**config.mk**
```make
export PLATFORM = sky130hd
export DESIGN_NAME = irq_vector_ctrl
export DESIGN_NICKNAME = d
export VERILOG_FILES = /design/src/verilog/irq_vector_pkg.sv /design/src/verilog/irq_vector_ctrl.sv
export VERILOG_INCLUDE_DIRS = /design/src /design/src/verilog
export SDC_FILE = /design/constraint.sdc
export NUM_CORES = 1
export LEC_CHECK = 0
export BUFFER_PORTS_ARGS = -buffer_cell sky130_fd_sc_hd__buf_2
export CORE_ASPECT_RATIO = 0.6
export CORE_UTILIZATION = 40
export DETAILED_ROUTE_END_ITERATION = 10
export GPL_TIMING_DRIVEN = 0
export PLACE_DENSITY = 0.64
export SLEW_MARGIN = 15
export SYNTH_ARGS = -nofsm -noshare
export SYNTH_HDL_FRONTEND = slang
export SYNTH_SLANG_ARGS = --single-unit
```
**constraint.sdc**
```tcl
create_clock -name CLK -period 1.88 [get_ports CLK]
set_input_delay 0 -clock CLK [delete_from_list [all_inputs] [get_ports CLK]]
set_output_delay 0 -clock CLK [all_outputs]
set_load 0.05 [all_outputs]
```
**src/verilog/irq_vector_map.svh**
```systemverilog
`ifndef IRQ_VECTOR_MAP_SVH
`define IRQ_VECTOR_MAP_SVH

// Register indices on the plain register port
`define ADDR_PENDING     4'h0
`define ADDR_MASK        4'h1
`define ADDR_SWTRAP      4'h2
`define ADDR_VECTOR      4'h3
`define ADDR_VBASE       4'h4
`define ADDR_EVT_STATUS  4'h5
`define ADDR_EVT_CLEAR   4'h6
`define ADDR_EVT_ENABLE  4'h7

// Register layout
`define REG_WIDTH        16
`define NUM_MASKABLE     15
`define RESERVED_BIT     15
`define SHARED_BIT       8

// Reset values
`define PENDING_RST      16'h0000
`define MASK_RST         16'h0000
`define VBASE_RST        16'h0000

// Vector offsets
`define VEC_RESET        7'h00
`define VEC_NMI          7'h04
`define VEC_SW17         7'h08
`define VEC_MASKABLE0    7'h40
`define VEC_STEP         7'h04

// Hardware priority numbers
`define PRIO_RESET       5'h01
`define PRIO_NMI         5'h02
`define PRIO_MASKABLE0   5'h03
`define PRIO_NONE        5'h00

// Software trap numbers
`define TRAP_NMI_NUM     5'h10
`define TRAP_LAST_NUM    5'h1e

// Event status bits
`define EVT_TAKEN        0
`define EVT_NMI          1
`define EVT_WIDTH        2

`endif

```
**src/verilog/irq_vector_pkg.sv**
```systemverilog
package irq_vector_pkg;
    typedef struct packed {
        logic       valid;
        logic [6:0] offset;
        logic [4:0] priority_num;
    } vector_s;

    typedef struct packed {
        logic       ack;
    } core_ack_s;
endpackage

```
**src/verilog/irq_vector_ctrl.sv**
```systemverilog
// Implementation choices: the strobed register port and the address map.
`timescale 1ns/1ps
`include "irq_vector_map.svh"

// Operation
// - Both resets vector to 0x00, priority one
// - Slots four words apart; NMI 0x04, priority two
// - Software traps 17-30 at 0x08-0x3C, unprioritised
// - External requests 0-2 at 0x40-0x48, priorities 3-5
// - Timer0 0x4C; serial0 rx/tx 0x50/0x54
// - Serial2 rx/tx default 0x58/0x5C, reassignable
// - External 3 ORed with timer1 at 0x60
// - Host port 0x64; serial1 rx/tx 0x68/0x6C
// - DMA4/5 0x70/0x74; UART 0x78; 0x7C reserved
// - Pending and mask share layout, bits 0-7
// - Bits 9-14 host, serial1, DMA, UART; 15 reserved
// - Bit 8 is external 3 OR timer1
module irq_vector_ctrl
    import irq_vector_pkg::*;
(
    input  wire logic        CLK,
    input  wire logic        RST,
    input  wire logic        RESET_REQUEST,
    input  wire logic        NMI_REQUEST,
    input  wire logic        EXT_REQUEST_0,
    input  wire logic        EXT_REQUEST_1,
    input  wire logic        EXT_REQUEST_2,
    input  wire logic        EXT_REQUEST_3,
    input  wire logic        TIMER0_REQUEST,
    input  wire logic        TIMER1_REQUEST,
    input  wire logic        SERIAL0_RX_REQUEST,
    input  wire logic        SERIAL0_TX_REQUEST,
    input  wire logic        SERIAL2_RX_REQUEST,
    input  wire logic        SERIAL2_TX_REQUEST,
    input  wire logic        ALT_SLOT6_REQUEST,
    input  wire logic        ALT_SLOT7_REQUEST,
    input  wire logic        HOST_PORT_REQUEST,
    input  wire logic        SERIAL1_RX_REQUEST,
    input  wire logic        SERIAL1_TX_REQUEST,
    input  wire logic        DMA_CH4_REQUEST,
    input  wire logic        DMA_CH5_REQUEST,
    input  wire logic        UART_REQUEST,
    input  wire logic        SLOT_SELECT,
    input  wire core_ack_s   CORE_ACK,
    output vector_s          VECTOR,
    output logic [15:0]      VECTOR_ADDR,
    input  wire logic [3:0]  ADDR,
    input  wire logic [15:0] WDATA,
    input  wire logic        WR,
    input  wire logic        RD,
    output logic [15:0]      RDATA,
    output logic             IRQ
);

    ////////////////////////////////////////////////////////////////////////////
    // Request gathering

    logic [15:0]    src_req;
    logic [15:0]    src_prev_reg;
    logic [15:0]    src_rise;
    logic [15:0]    pending_reg;
    logic [15:0]    mask_reg;
    logic [15:0]    vbase_reg;
    logic [15:0]    vector_reg;
    logic           nmi_prev_reg;
    logic           nmi_pend_reg;
    logic           reset_pend_reg;
    logic           trap_pend_reg;
    logic [4:0]     trap_num_reg;
    logic [1:0]     evt_status_reg;
    logic [1:0]     evt_enable_reg;
    vector_s        vector_reg_s;
    vector_s        sel_next;
    logic [15:0]    active;
    logic [3:0]     win_idx;
    logic           win_any;
    logic           take;
    logic [15:0]    take_clear;
    logic           sw_trap_write;
    logic           slot6_src;
    logic           slot7_src;
    logic [15:0]    pend_wclr;
    logic [1:0]     evt_clr;
    logic [1:0]     evt_set;

    // Slot 6/7 may be steered to alternate sources
    assign slot6_src = SLOT_SELECT ? ALT_SLOT6_REQUEST : SERIAL2_RX_REQUEST;
    assign slot7_src = SLOT_SELECT ? ALT_SLOT7_REQUEST : SERIAL2_TX_REQUEST;

    always_comb begin
        src_req     = 16'h0000;
        src_req[0]  = EXT_REQUEST_0;
        src_req[1]  = EXT_REQUEST_1;
        src_req[2]  = EXT_REQUEST_2;
        src_req[3]  = TIMER0_REQUEST;
        src_req[4]  = SERIAL0_RX_REQUEST;
        src_req[5]  = SERIAL0_TX_REQUEST;
        src_req[6]  = slot6_src;
        src_req[7]  = slot7_src;
        // No way to tell the two apart here; software masks one at source
        src_req[`SHARED_BIT] = EXT_REQUEST_3 | TIMER1_REQUEST;
        src_req[9]  = HOST_PORT_REQUEST;
        src_req[10] = SERIAL1_RX_REQUEST;
        src_req[11] = SERIAL1_TX_REQUEST;
        src_req[12] = DMA_CH4_REQUEST;
        src_req[13] = DMA_CH5_REQUEST;
        src_req[14] = UART_REQUEST;
    end

    // Flags latch on the rising edge of a request so a held level fires once
    assign src_rise = src_req & ~src_prev_reg;

    always_ff @(posedge CLK) begin
        if (RST) begin
            src_prev_reg <= 16'h0000;
            nmi_prev_reg <= 1'b0;
        end else begin
            src_prev_reg <= src_req;
            nmi_prev_reg <= NMI_REQUEST;
        end
    end

    ////////////////////////////////////////////////////////////////////////////
    // Prioritisation

    assign active = pending_reg & mask_reg;

    // Lowest bit index carries the lowest priority number
    always_comb begin
        win_idx = 4'h0;
        win_any = 1'b0;
        for (int i = `NUM_MASKABLE - 1; i >= 0; i--) begin
            if (active[i]) begin
                win_idx = 4'(i);
                win_any = 1'b1;
            end
        end
    end

    always_comb begin
        sel_next = '0;
        if (reset_pend_reg) begin
            sel_next = '{1'b1, `VEC_RESET, `PRIO_RESET};
        end else if (nmi_pend_reg) begin
            sel_next = '{1'b1, `VEC_NMI, `PRIO_NMI};
        end else if (trap_pend_reg) begin
            // Trap 16 shares the nonmaskable slot; 17..30 follow four words apart
            sel_next.valid        = 1'b1;
            sel_next.offset       = 7'((({2'b00, trap_num_reg} - {2'b00, `TRAP_NMI_NUM}) << 2)
                                       + `VEC_NMI);
            sel_next.priority_num = (trap_num_reg == `TRAP_NMI_NUM) ? `PRIO_NMI
                                                                  : `PRIO_NONE;
        end else if (win_any) begin
            sel_next.valid        = 1'b1;
            sel_next.offset       = `VEC_MASKABLE0 + 7'({win_idx, 2'b00});
            // UART slot has no hardware priority
            sel_next.priority_num = (win_idx == 4'd14) ? `PRIO_NONE
                                  : `PRIO_MASKABLE0 + 5'(win_idx);
        end
    end

    assign take = CORE_ACK.ack & vector_reg_s.valid;

    always_ff @(posedge CLK) begin
        if (RST) begin
            vector_reg_s <= '0;
        end else begin
            vector_reg_s <= sel_next;
        end
    end

    assign VECTOR      = vector_reg_s;
    assign VECTOR_ADDR = vector_reg;

    always_ff @(posedge CLK) begin
        if (RST) begin
            vector_reg <= `VBASE_RST;
        end else begin
            vector_reg <= vbase_reg + {9'h000, sel_next.offset};
        end
    end

    ////////////////////////////////////////////////////////////////////////////
    // Pending and special requests

    always_comb begin
        take_clear = 16'h0000;
        // Clear what was presented; a later special request must not hide the take
        if (take && vector_reg_s.offset >= `VEC_MASKABLE0) begin
            take_clear[4'(7'(vector_reg_s.offset - `VEC_MASKABLE0) >> 2)] = 1'b1;
        end
    end

    assign sw_trap_write = WR && (ADDR == `ADDR_SWTRAP);
    assign pend_wclr     = (WR && ADDR == `ADDR_PENDING) ? WDATA : 16'h0000;

    // Set wins over clear; bit 15 stays zero
    always_ff @(posedge CLK) begin
        if (RST) begin
            pending_reg <= `PENDING_RST;
        end else begin
            pending_reg <= ((pending_reg & ~pend_wclr & ~take_clear) | src_rise)
                           & ~(16'h0001 << `RESERVED_BIT);
        end
    end

    always_ff @(posedge CLK) begin
        if (RST) begin
            mask_reg <= `MASK_RST;
        end else if (WR && ADDR == `ADDR_MASK) begin
            mask_reg <= WDATA & ~(16'h0001 << `RESERVED_BIT);
        end
    end

    always_ff @(posedge CLK) begin
        if (RST) begin
            vbase_reg <= `VBASE_RST;
        end else if (WR && ADDR == `ADDR_VBASE) begin
            vbase_reg <= {WDATA[15:7], 7'h00};
        end
    end

    // Hardware reset is a pin; software reset is trap number zero
    always_ff @(posedge CLK) begin
        if (RST) begin
            reset_pend_reg <= 1'b0;
        end else if (RESET_REQUEST || (sw_trap_write && WDATA[4:0] == 5'h00)) begin
            reset_pend_reg <= 1'b1;
        end else if (take && vector_reg_s.offset == `VEC_RESET) begin
            reset_pend_reg <= 1'b0;
        end
    end

    always_ff @(posedge CLK) begin
        if (RST) begin
            nmi_pend_reg <= 1'b0;
        end else if (NMI_REQUEST && !nmi_prev_reg) begin
            nmi_pend_reg <= 1'b1;
        end else if (take && !reset_pend_reg && vector_reg_s.offset == `VEC_NMI) begin
            nmi_pend_reg <= 1'b0;
        end
    end

    // One software trap held at a time; a new write replaces an untaken one
    always_ff @(posedge CLK) begin
        if (RST) begin
            trap_pend_reg <= 1'b0;
            trap_num_reg  <= 5'h00;
        end else if (sw_trap_write && WDATA[4:0] >= `TRAP_NMI_NUM
                     && WDATA[4:0] <= `TRAP_LAST_NUM) begin
            trap_pend_reg <= 1'b1;
            trap_num_reg  <= WDATA[4:0];
        end else if (take && vector_reg_s.offset < `VEC_MASKABLE0
                     && (vector_reg_s.offset > `VEC_NMI
                         || (vector_reg_s.offset == `VEC_NMI && !nmi_pend_reg))) begin
            trap_pend_reg <= 1'b0;
        end
    end

    ////////////////////////////////////////////////////////////////////////////
    // Event interrupt

    assign evt_clr = (WR && ADDR == `ADDR_EVT_CLEAR) ? WDATA[1:0] : 2'b00;
    assign evt_set = {NMI_REQUEST && !nmi_prev_reg, take};

    always_ff @(posedge CLK) begin
        if (RST) begin
            evt_status_reg <= 2'b00;
        end else begin
            evt_status_reg <= (evt_status_reg & ~evt_clr) | evt_set;
        end
    end

    always_ff @(posedge CLK) begin
        if (RST) begin
            evt_enable_reg <= 2'b00;
        end else if (WR && ADDR == `ADDR_EVT_ENABLE) begin
            evt_enable_reg <= WDATA[1:0];
        end
    end

    assign IRQ = |(evt_status_reg & evt_enable_reg);

    ////////////////////////////////////////////////////////////////////////////
    // Read port

    always_ff @(posedge CLK) begin
        if (RST) begin
            RDATA <= 16'h0000;
        end else if (RD) begin
            unique case (ADDR)
                `ADDR_PENDING:    RDATA <= pending_reg;
                `ADDR_MASK:       RDATA <= mask_reg;
                `ADDR_SWTRAP:     RDATA <= {11'h000, trap_num_reg};
                `ADDR_VECTOR:     RDATA <= vector_reg;
                `ADDR_VBASE:      RDATA <= vbase_reg;
                `ADDR_EVT_STATUS: RDATA <= {14'h0000, evt_status_reg};
                `ADDR_EVT_ENABLE: RDATA <= {14'h0000, evt_enable_reg};
                default:          RDATA <= 16'h0000;
            endcase
        end else begin
            RDATA <= 16'h0000;
        end
    end

endmodule

```
Word-level counts from Yosys, hierarchy flattened
Index checks and enable logic that the tools add are counted.
{"block": "classes", "eq_ne": 10, "magnitude_cmp": 7, "bitwise": 15, "reduce_logical": 33, "add_sub_neg": 6, "muxes": 50}
{"op": "one-hot mux 16 bit (7 select lines)", "count": 1}
{"op": "bitwise AND 15 bit", "count": 4}
{"op": "two-way mux 4 bit", "count": 15}
{"op": "two-way mux 13 bit", "count": 4}
{"op": "NOT 15 bit", "count": 3}
{"op": "two-way mux 15 bit", "count": 2}
{"op": "two-way mux 1 bit", "count": 24}
{"op": "logical AND 1 bit", "count": 18}
{"op": "adder 16 x 7 -> 16 bit", "count": 1}
{"op": "equality test 4 x 3 -> 1 bit (second input constant)", "count": 4}
{"op": "OR 15 bit", "count": 1}
{"op": "equality test 4 x 2 -> 1 bit (second input constant)", "count": 2}
{"op": "adder 7 x 3 -> 7 bit (second input constant)", "count": 1}
{"op": "adder 7 x 6 -> 7 bit (first input constant)", "count": 1}
{"op": "equality test 7 x 3 -> 1 bit (second input constant)", "count": 1}
{"op": ">= comparator 7 bit (second input constant)", "count": 1}
{"op": "greater-than comparator 7 x 3 -> 1 bit (second input constant)", "count": 1}
{"op": "zero test 7 bit", "count": 1}
{"op": "< comparator 7 bit (second input constant)", "count": 1}
{"op": "nonzero test 2 bit", "count": 3}
{"op": "OR reduction 2 bit", "count": 3}
{"op": "subtractor 6 x 1 -> 6 bit (second input constant)", "count": 1}
{"op": "adder 2 x 4 -> 5 bit (first input constant)", "count": 1}
{"op": "equality test 5 bit (second input constant)", "count": 1}
{"op": "21 further kinds", "count": 26}
{"block": "word_totals", "regBits": 112, "output_inout_bits": 46}

Longest topological paths before layout
{"block": "logic_depth", "word_depth": 23, "mapped_depth": 9, "mapped_depth_nobuf": 9}

Worst setup path after synthesis
No wires, ideal clock.
{"block": "synth_path", "path_type": "register -> register", "startpoint": "register pending_reg[10]", "endpoint": "register vector_reg_s (netlist bit VECTOR[4])", "t_arrival_ns": 1.858, "path_buffers": 0, "stages_incl_launch_ff": 10, "setup_slack_ns": -0.074, "path_cell_list": "dfxtp_1 -> a22o_1 -> a41oi_1 -> o22ai_1 -> o21ai_0 -> inv_1 -> ha_1 -> o21ai_0 -> nand2_1 -> nor4b_1"}
{"block": "synth_between", "elab_chain_cells": 16, "elab_cells_between_ends": 28, "cone_classes": "add/sub (1); eq/ne (1); mux (25); bitwise (1)"}
{"element": "start, declared", "line_no": "irq_vector_ctrl.sv:61", "rtl": "logic [15:0] pending_reg;"}
{"element": "start signal, assigned", "line_no": "irq_vector_ctrl.sv:200", "rtl": "pending_reg <= `PENDING_RST;"}
{"element": "start signal, assigned", "line_no": "irq_vector_ctrl.sv:202", "rtl": "pending_reg <= ((pending_reg & ~pend_wclr & ~take_clear) | src_rise)"}
{"element": "bitwise AND 15 bit *", "line_no": "irq_vector_ctrl.sv:126", "rtl": "assign active = pending_reg & mask_reg;"}
{"element": "two-way mux 4 bit (11 in a row)", "line_no": "irq_vector_ctrl.sv:133", "rtl": "if (active[i]) begin"}
{"element": "adder 2 x 4 -> 5 bit (no source line) / equality test 4 bit (equally long branches)"}
{"element": "two-way mux 5 bit", "line_no": "irq_vector_ctrl.sv:157", "rtl": "sel_next.priority_num = (win_idx == 4'd14) ? `PRIO_NONE"}
{"element": "two-way mux 13 bit *", "line_no": "irq_vector_ctrl.sv:153", "rtl": "end else if (win_any) begin"}
{"element": "two-way mux 13 bit *", "line_no": "irq_vector_ctrl.sv:146", "rtl": "end else if (trap_pend_reg) begin"}
{"element": "end signal, assigned", "line_no": "irq_vector_ctrl.sv:168", "rtl": "vector_reg_s <= sel_next;"}
{"element": "end, declared", "line_no": "irq_vector_ctrl.sv:72", "rtl": "vector_s vector_reg_s;"}
Every way passes the cells marked *; elsewhere a longest branch is shown, timed or not.
A chain may end at the register's enable or synchronous reset.

Worst setup path after layout
{"block": "layout_path", "startpoint": "register pending_reg[3]", "endpoint": "register vector_reg_s (netlist bit VECTOR[3])"}
{"block": "layout_between", "elab_chain_cells": 9, "elab_cells_between_ends": 14, "cone_classes": "add/sub (1); eq/ne (1); mux (11); bitwise (1)"}
{"element": "bitwise AND 15 bit *", "line_no": "irq_vector_ctrl.sv:126"}
{"element": "two-way mux 4 bit (4 in a row)", "line_no": "irq_vector_ctrl.sv:133"}
{"element": "adder 2 x 4 -> 5 bit (no source line) / equality test 4 bit (equally long branches)"}
{"element": "two-way mux 5 bit", "line_no": "irq_vector_ctrl.sv:157"}
{"element": "two-way mux 13 bit *", "line_no": "irq_vector_ctrl.sv:153"}
{"element": "two-way mux 13 bit *", "line_no": "irq_vector_ctrl.sv:146"}
Marks and branches as above.

==> metrics.md <==
| Metric | Value |
|---|---|
| DRT Pass-1 Iters | 8 |
| Via count | 4453 |
| Cell mode on critical path | nand2_1 |
| Vias in the first global route | 4097 |
| Worst r2r src | pending_reg[3]$_SDFF_PP0_ |
| Root buf cell | clkbuf_16 |
| DP Worst Slack | -0.408 ns |
| Critical path, cell by cell | nand2_1, a32o_1, a22oi_2, nand2_1, ha_2, o21ai_2, nand2_2, buf_4, a21oi_1 |
| Commonest cells post-synth | 103 x dfxtp_1, 51 x nor2_1, 49 x nand2_1, 38 x a21oi_1, 35 x nand3_1 |
| Layout cells sized above 1 | 24.0% |
| CP Class | reg -> reg |
| Cells after synthesis | 510 |
| # setup viols final | 4 |
| # clock sinks | 103 |
| Yosys warning count | 0 |
| R2R cell count | 9 |
| Skew final | 0.0102 ns |
| R2R Path End | VECTOR[3]$_SDFF_PP0_ |
| WP data required | 2.17 ns |
| Leak | 2.31 nW |
| RePlAce Congestion | 0.917 |
| Worst hold stages | 3 |
| Worst slew margin | 47.0% |
| GRT Residual Overflow | 0 |
| Hold_sp | ALT_SLOT6_REQUEST |
| Final WS setup | -0.0786 ns |
| Initial antenna violation count | 0 |
| Area fraction of the dominant cell type after synthesis | 46.3% |
| CTS tree | yes |
| Num CTS Buffers | 9 |
| Via/cell ratio | 5.62 |
| CP max stage delay | 0.39 ns |
| Yosys reg bits | 103 |
| Top cells by area, synth | dfxtp_1 46%, nor2_1 4.3%, a21oi_1 4.3%, nand2_1 4.1%, a22oi_1 4.0% |
| Number of distinct library cells after synthesis | 57 |
| Total Wirelength | 15300 µm |
| ANT nets after route | 0 |
| Bufs on Longest Clock Path | 2 |
| Initial DRC Count | 399 |
| Top achievable clock speed | 511 MHz |
| Placed Area | 5050 µm² |
| Post-synth EDFFs | 0 |
| Failing checks | design-rule violations, negative setup slack |
| Number of top-level pins | 92 |
| Tmin final | 1.96 ns |
| First-pass GRT wire length | 22900 µm |
| Die width | 138 µm |
| Synth area leader | dfxtp_1 |
| Worst setup SP type | flop |
| Power Dens Cells | 804 nW/µm² |
| Peak VDD IR | 0.625 mV |
| Final net count | 700 |
| RSZ-0062 raised after global routing | yes |
| Seq/Total Area, Yosys | 46.3% |
| Most flops, register | RDATA |
| Hold Path Class | in -> reg |
| H-tree Lvls | 3 |
| CP endpoint kind | flop |
| ANT cells | 0 |
| Crit path max-delay cell type | dfxtp_2 |
| Slew @ Worst Pin | 0.792 ns |
| Clk slew on worst S/H paths | 0.07 ns |
| # DRC | 10 |
| Syn Std Cell Area | 4450 µm² |
| Row count | 29 |
| Syn_area_per_cell | 8.73 µm² |
| Largest net degree at the start of global routing | 17 |
| GRT Total Usage | 26.6% |
| Wire length per cell | 19.3 µm |
| Area grow syn2layout | 31.8% |
| Final Cycle Share | 104% |
| CP max FO | 5 |
| Final hold vios | 0 |
| Async set or reset register ratio after synthesis | 0% |
| Reg2Reg Setup Slack | -0.08 ns |
| Status | complete, but fails checks |
| Die area | 11600 µm² |
| Most used DFF post-synth | dfxtp_1 |
| Die Y | 83.7 µm |
| WHS | 0.0832 ns |
| Initial Util | 41.6% |
| Most numerous cell in the Yosys netlist | dfxtp_1 |
| Slew Viols, Final | 0 |
| WHS Endpoint | pending_reg[6]$_SDFF_PP0_ |
| Post-DP HPWL | 11100 µm |
| Post-route cell area | 5870 µm² |
| Largest register FFs | 16 |
| Max-Cap Viols | 0 |
| Core area | 10700 µm² |
| Critical path arrival | 2.25 ns |
| I/O Buffers | 82 |
| Later-pin clock latency in the skew report | 0.35 ns |
layer usage:
| metal | wire, µm | global-route usage, % | vias up |
|---|---|---|---|
| li1 | - | - | 2098 |
| met1 | 7430 | 40.0 | 2084 |
| met2 | 5970 | 35.8 | 258 |
| met3 | 1710 | 8.03 | 13 |
| met4 | 185 | 7.15 | 0 |
| met5 | 0 | 0 | - |
where the power goes:
part / switching, mW / internal [mW] / leakage, nW / total (mW)
registers: 0.0957 / 2.26 / 0.845 / 2.36
clock network: 0.814 / 1.02 / 0.141 / 1.84
logic: 0.310 / 0.215 / 1.33 / 0.525
placed cells by master, fill, tap and decap left out, types with 3 or more instances in the layout:
master / synthesis / layout
a221oi_1: 12 / 12
nor2_1: 51 / 51
ha_1: 4 / 3
a31oi_1: 4 / 3
dfxtp_2: 0 / 7
a22oi_2: 0 / 3
nor2b_1: 24 / 24
nand2_1: 49 / 48
a21oi_1: 38 / 38
nor3_1: 12 / 10
mux2_2: 4 / 4
o21ai_0: 6 / 4
a32oi_1: 3 / 3
xnor2_1: 3 / 3
inv_1: 21 / 21
a22oi_1: 24 / 21
clkinv_2: 0 / 3
mux2i_1: 9 / 9
buf_2: 6 / 88
dfxtp_1: 103 / 94
nor4_1: 3 / 3
a22o_1: 4 / 4
a32o_1: 13 / 13
o211ai_1: 3 / 3
conb_1: 1 / 4
nand3_1: 35 / 35
clkbuf_16: 0 / 9
clkbuf_1: 22 / 21
dlygate4sd3_1: 0 / 35
nand2b_1: 6 / 6
buf_4: 10 / 20
cells by family after synthesis:
family                     Yosys count  synth area share, %
DFF                                103                 46.3
muxes                               13                 3.04
and+or+nand+nor                    192                 20.8
buffers and inverters               62                 6.24
adders and majority gates            4                 1.12
xor gates and xnor gates             4                0.787
other                                1               0.0842
AOI/OAI and AO/OA                  131                 21.6
repair_timing:
action,CTS,global route
setup buffers,7,3
hold buffers,35,0
pin swaps,11,7
resized for setup,23,8
setup endpoints to repair,9,7
endpoints found under the hold margin,42,0
layout make-up:
class	count	area, µm²
Fill cell	966	4840
Multi-Input combinational cell	348	2220
Sequential cell	103	2080
Timing Repair Buffer	127	836
Clock buffer	9	225
Buffer	39	191
Tap cell	139	174
Inverter	22	82.6
Clock inverter	6	61.3
worst max-delay path: cells and delay by family, from the launching register on:
family          cells  cell delay [ns]
buf+inv             1             0.18
compound gates      4             0.77
fa+ha+maj           1             0.21
simple gates        3             0.34
flops               1             0.39
worst max path at each step:
stage / startpoint / endpoint / slack [ns] / cells past startpoint
global route: pending_reg[9]$_SDFF_PP0_ / VECTOR[4]$_SDFF_PP0_ / -0.17 / 8
global placement: pending_reg[10]$_SDFF_PP0_ / VECTOR[4]$_SDFF_PP0_ / -0.45 / 9
CTS: mask_reg[10]$_SDFFE_PP0P_ / VECTOR[1]$_SDFF_PP0_ / 0.02 / 9
finish: pending_reg[3]$_SDFF_PP0_ / VECTOR[3]$_SDFF_PP0_ / -0.08 / 9
detailed placement: pending_reg[12]$_SDFF_PP0_ / VECTOR[4]$_SDFF_PP0_ / -0.41 / 9
floorplan: pending_reg[10]$_SDFF_PP0_ / VECTOR[4]$_SDFF_PP0_ / 0.003 / 9
metrics by stage:
| stage | setup TNS (ns) | utilization (%) | cells | total power, mW |
|---|---|---|---|---|
| 5_1_grt | -0.640 | 54.8 | 793 | 4.88 |
| 4_1_cts | 0 | 54.2 | 791 | 4.71 |
| 3_3_place_gp | -2.19 | 47.2 | 734 | 2.81 |
| 3_5_place_dp | -2.20 | 47.2 | 734 | 2.82 |
| 2_1_floorplan | 0 | - | 513 | 2.64 |
| 6_report | -0.272 | 54.8 | 793 | 4.72 |
Power figures use the tool's default switching activity.
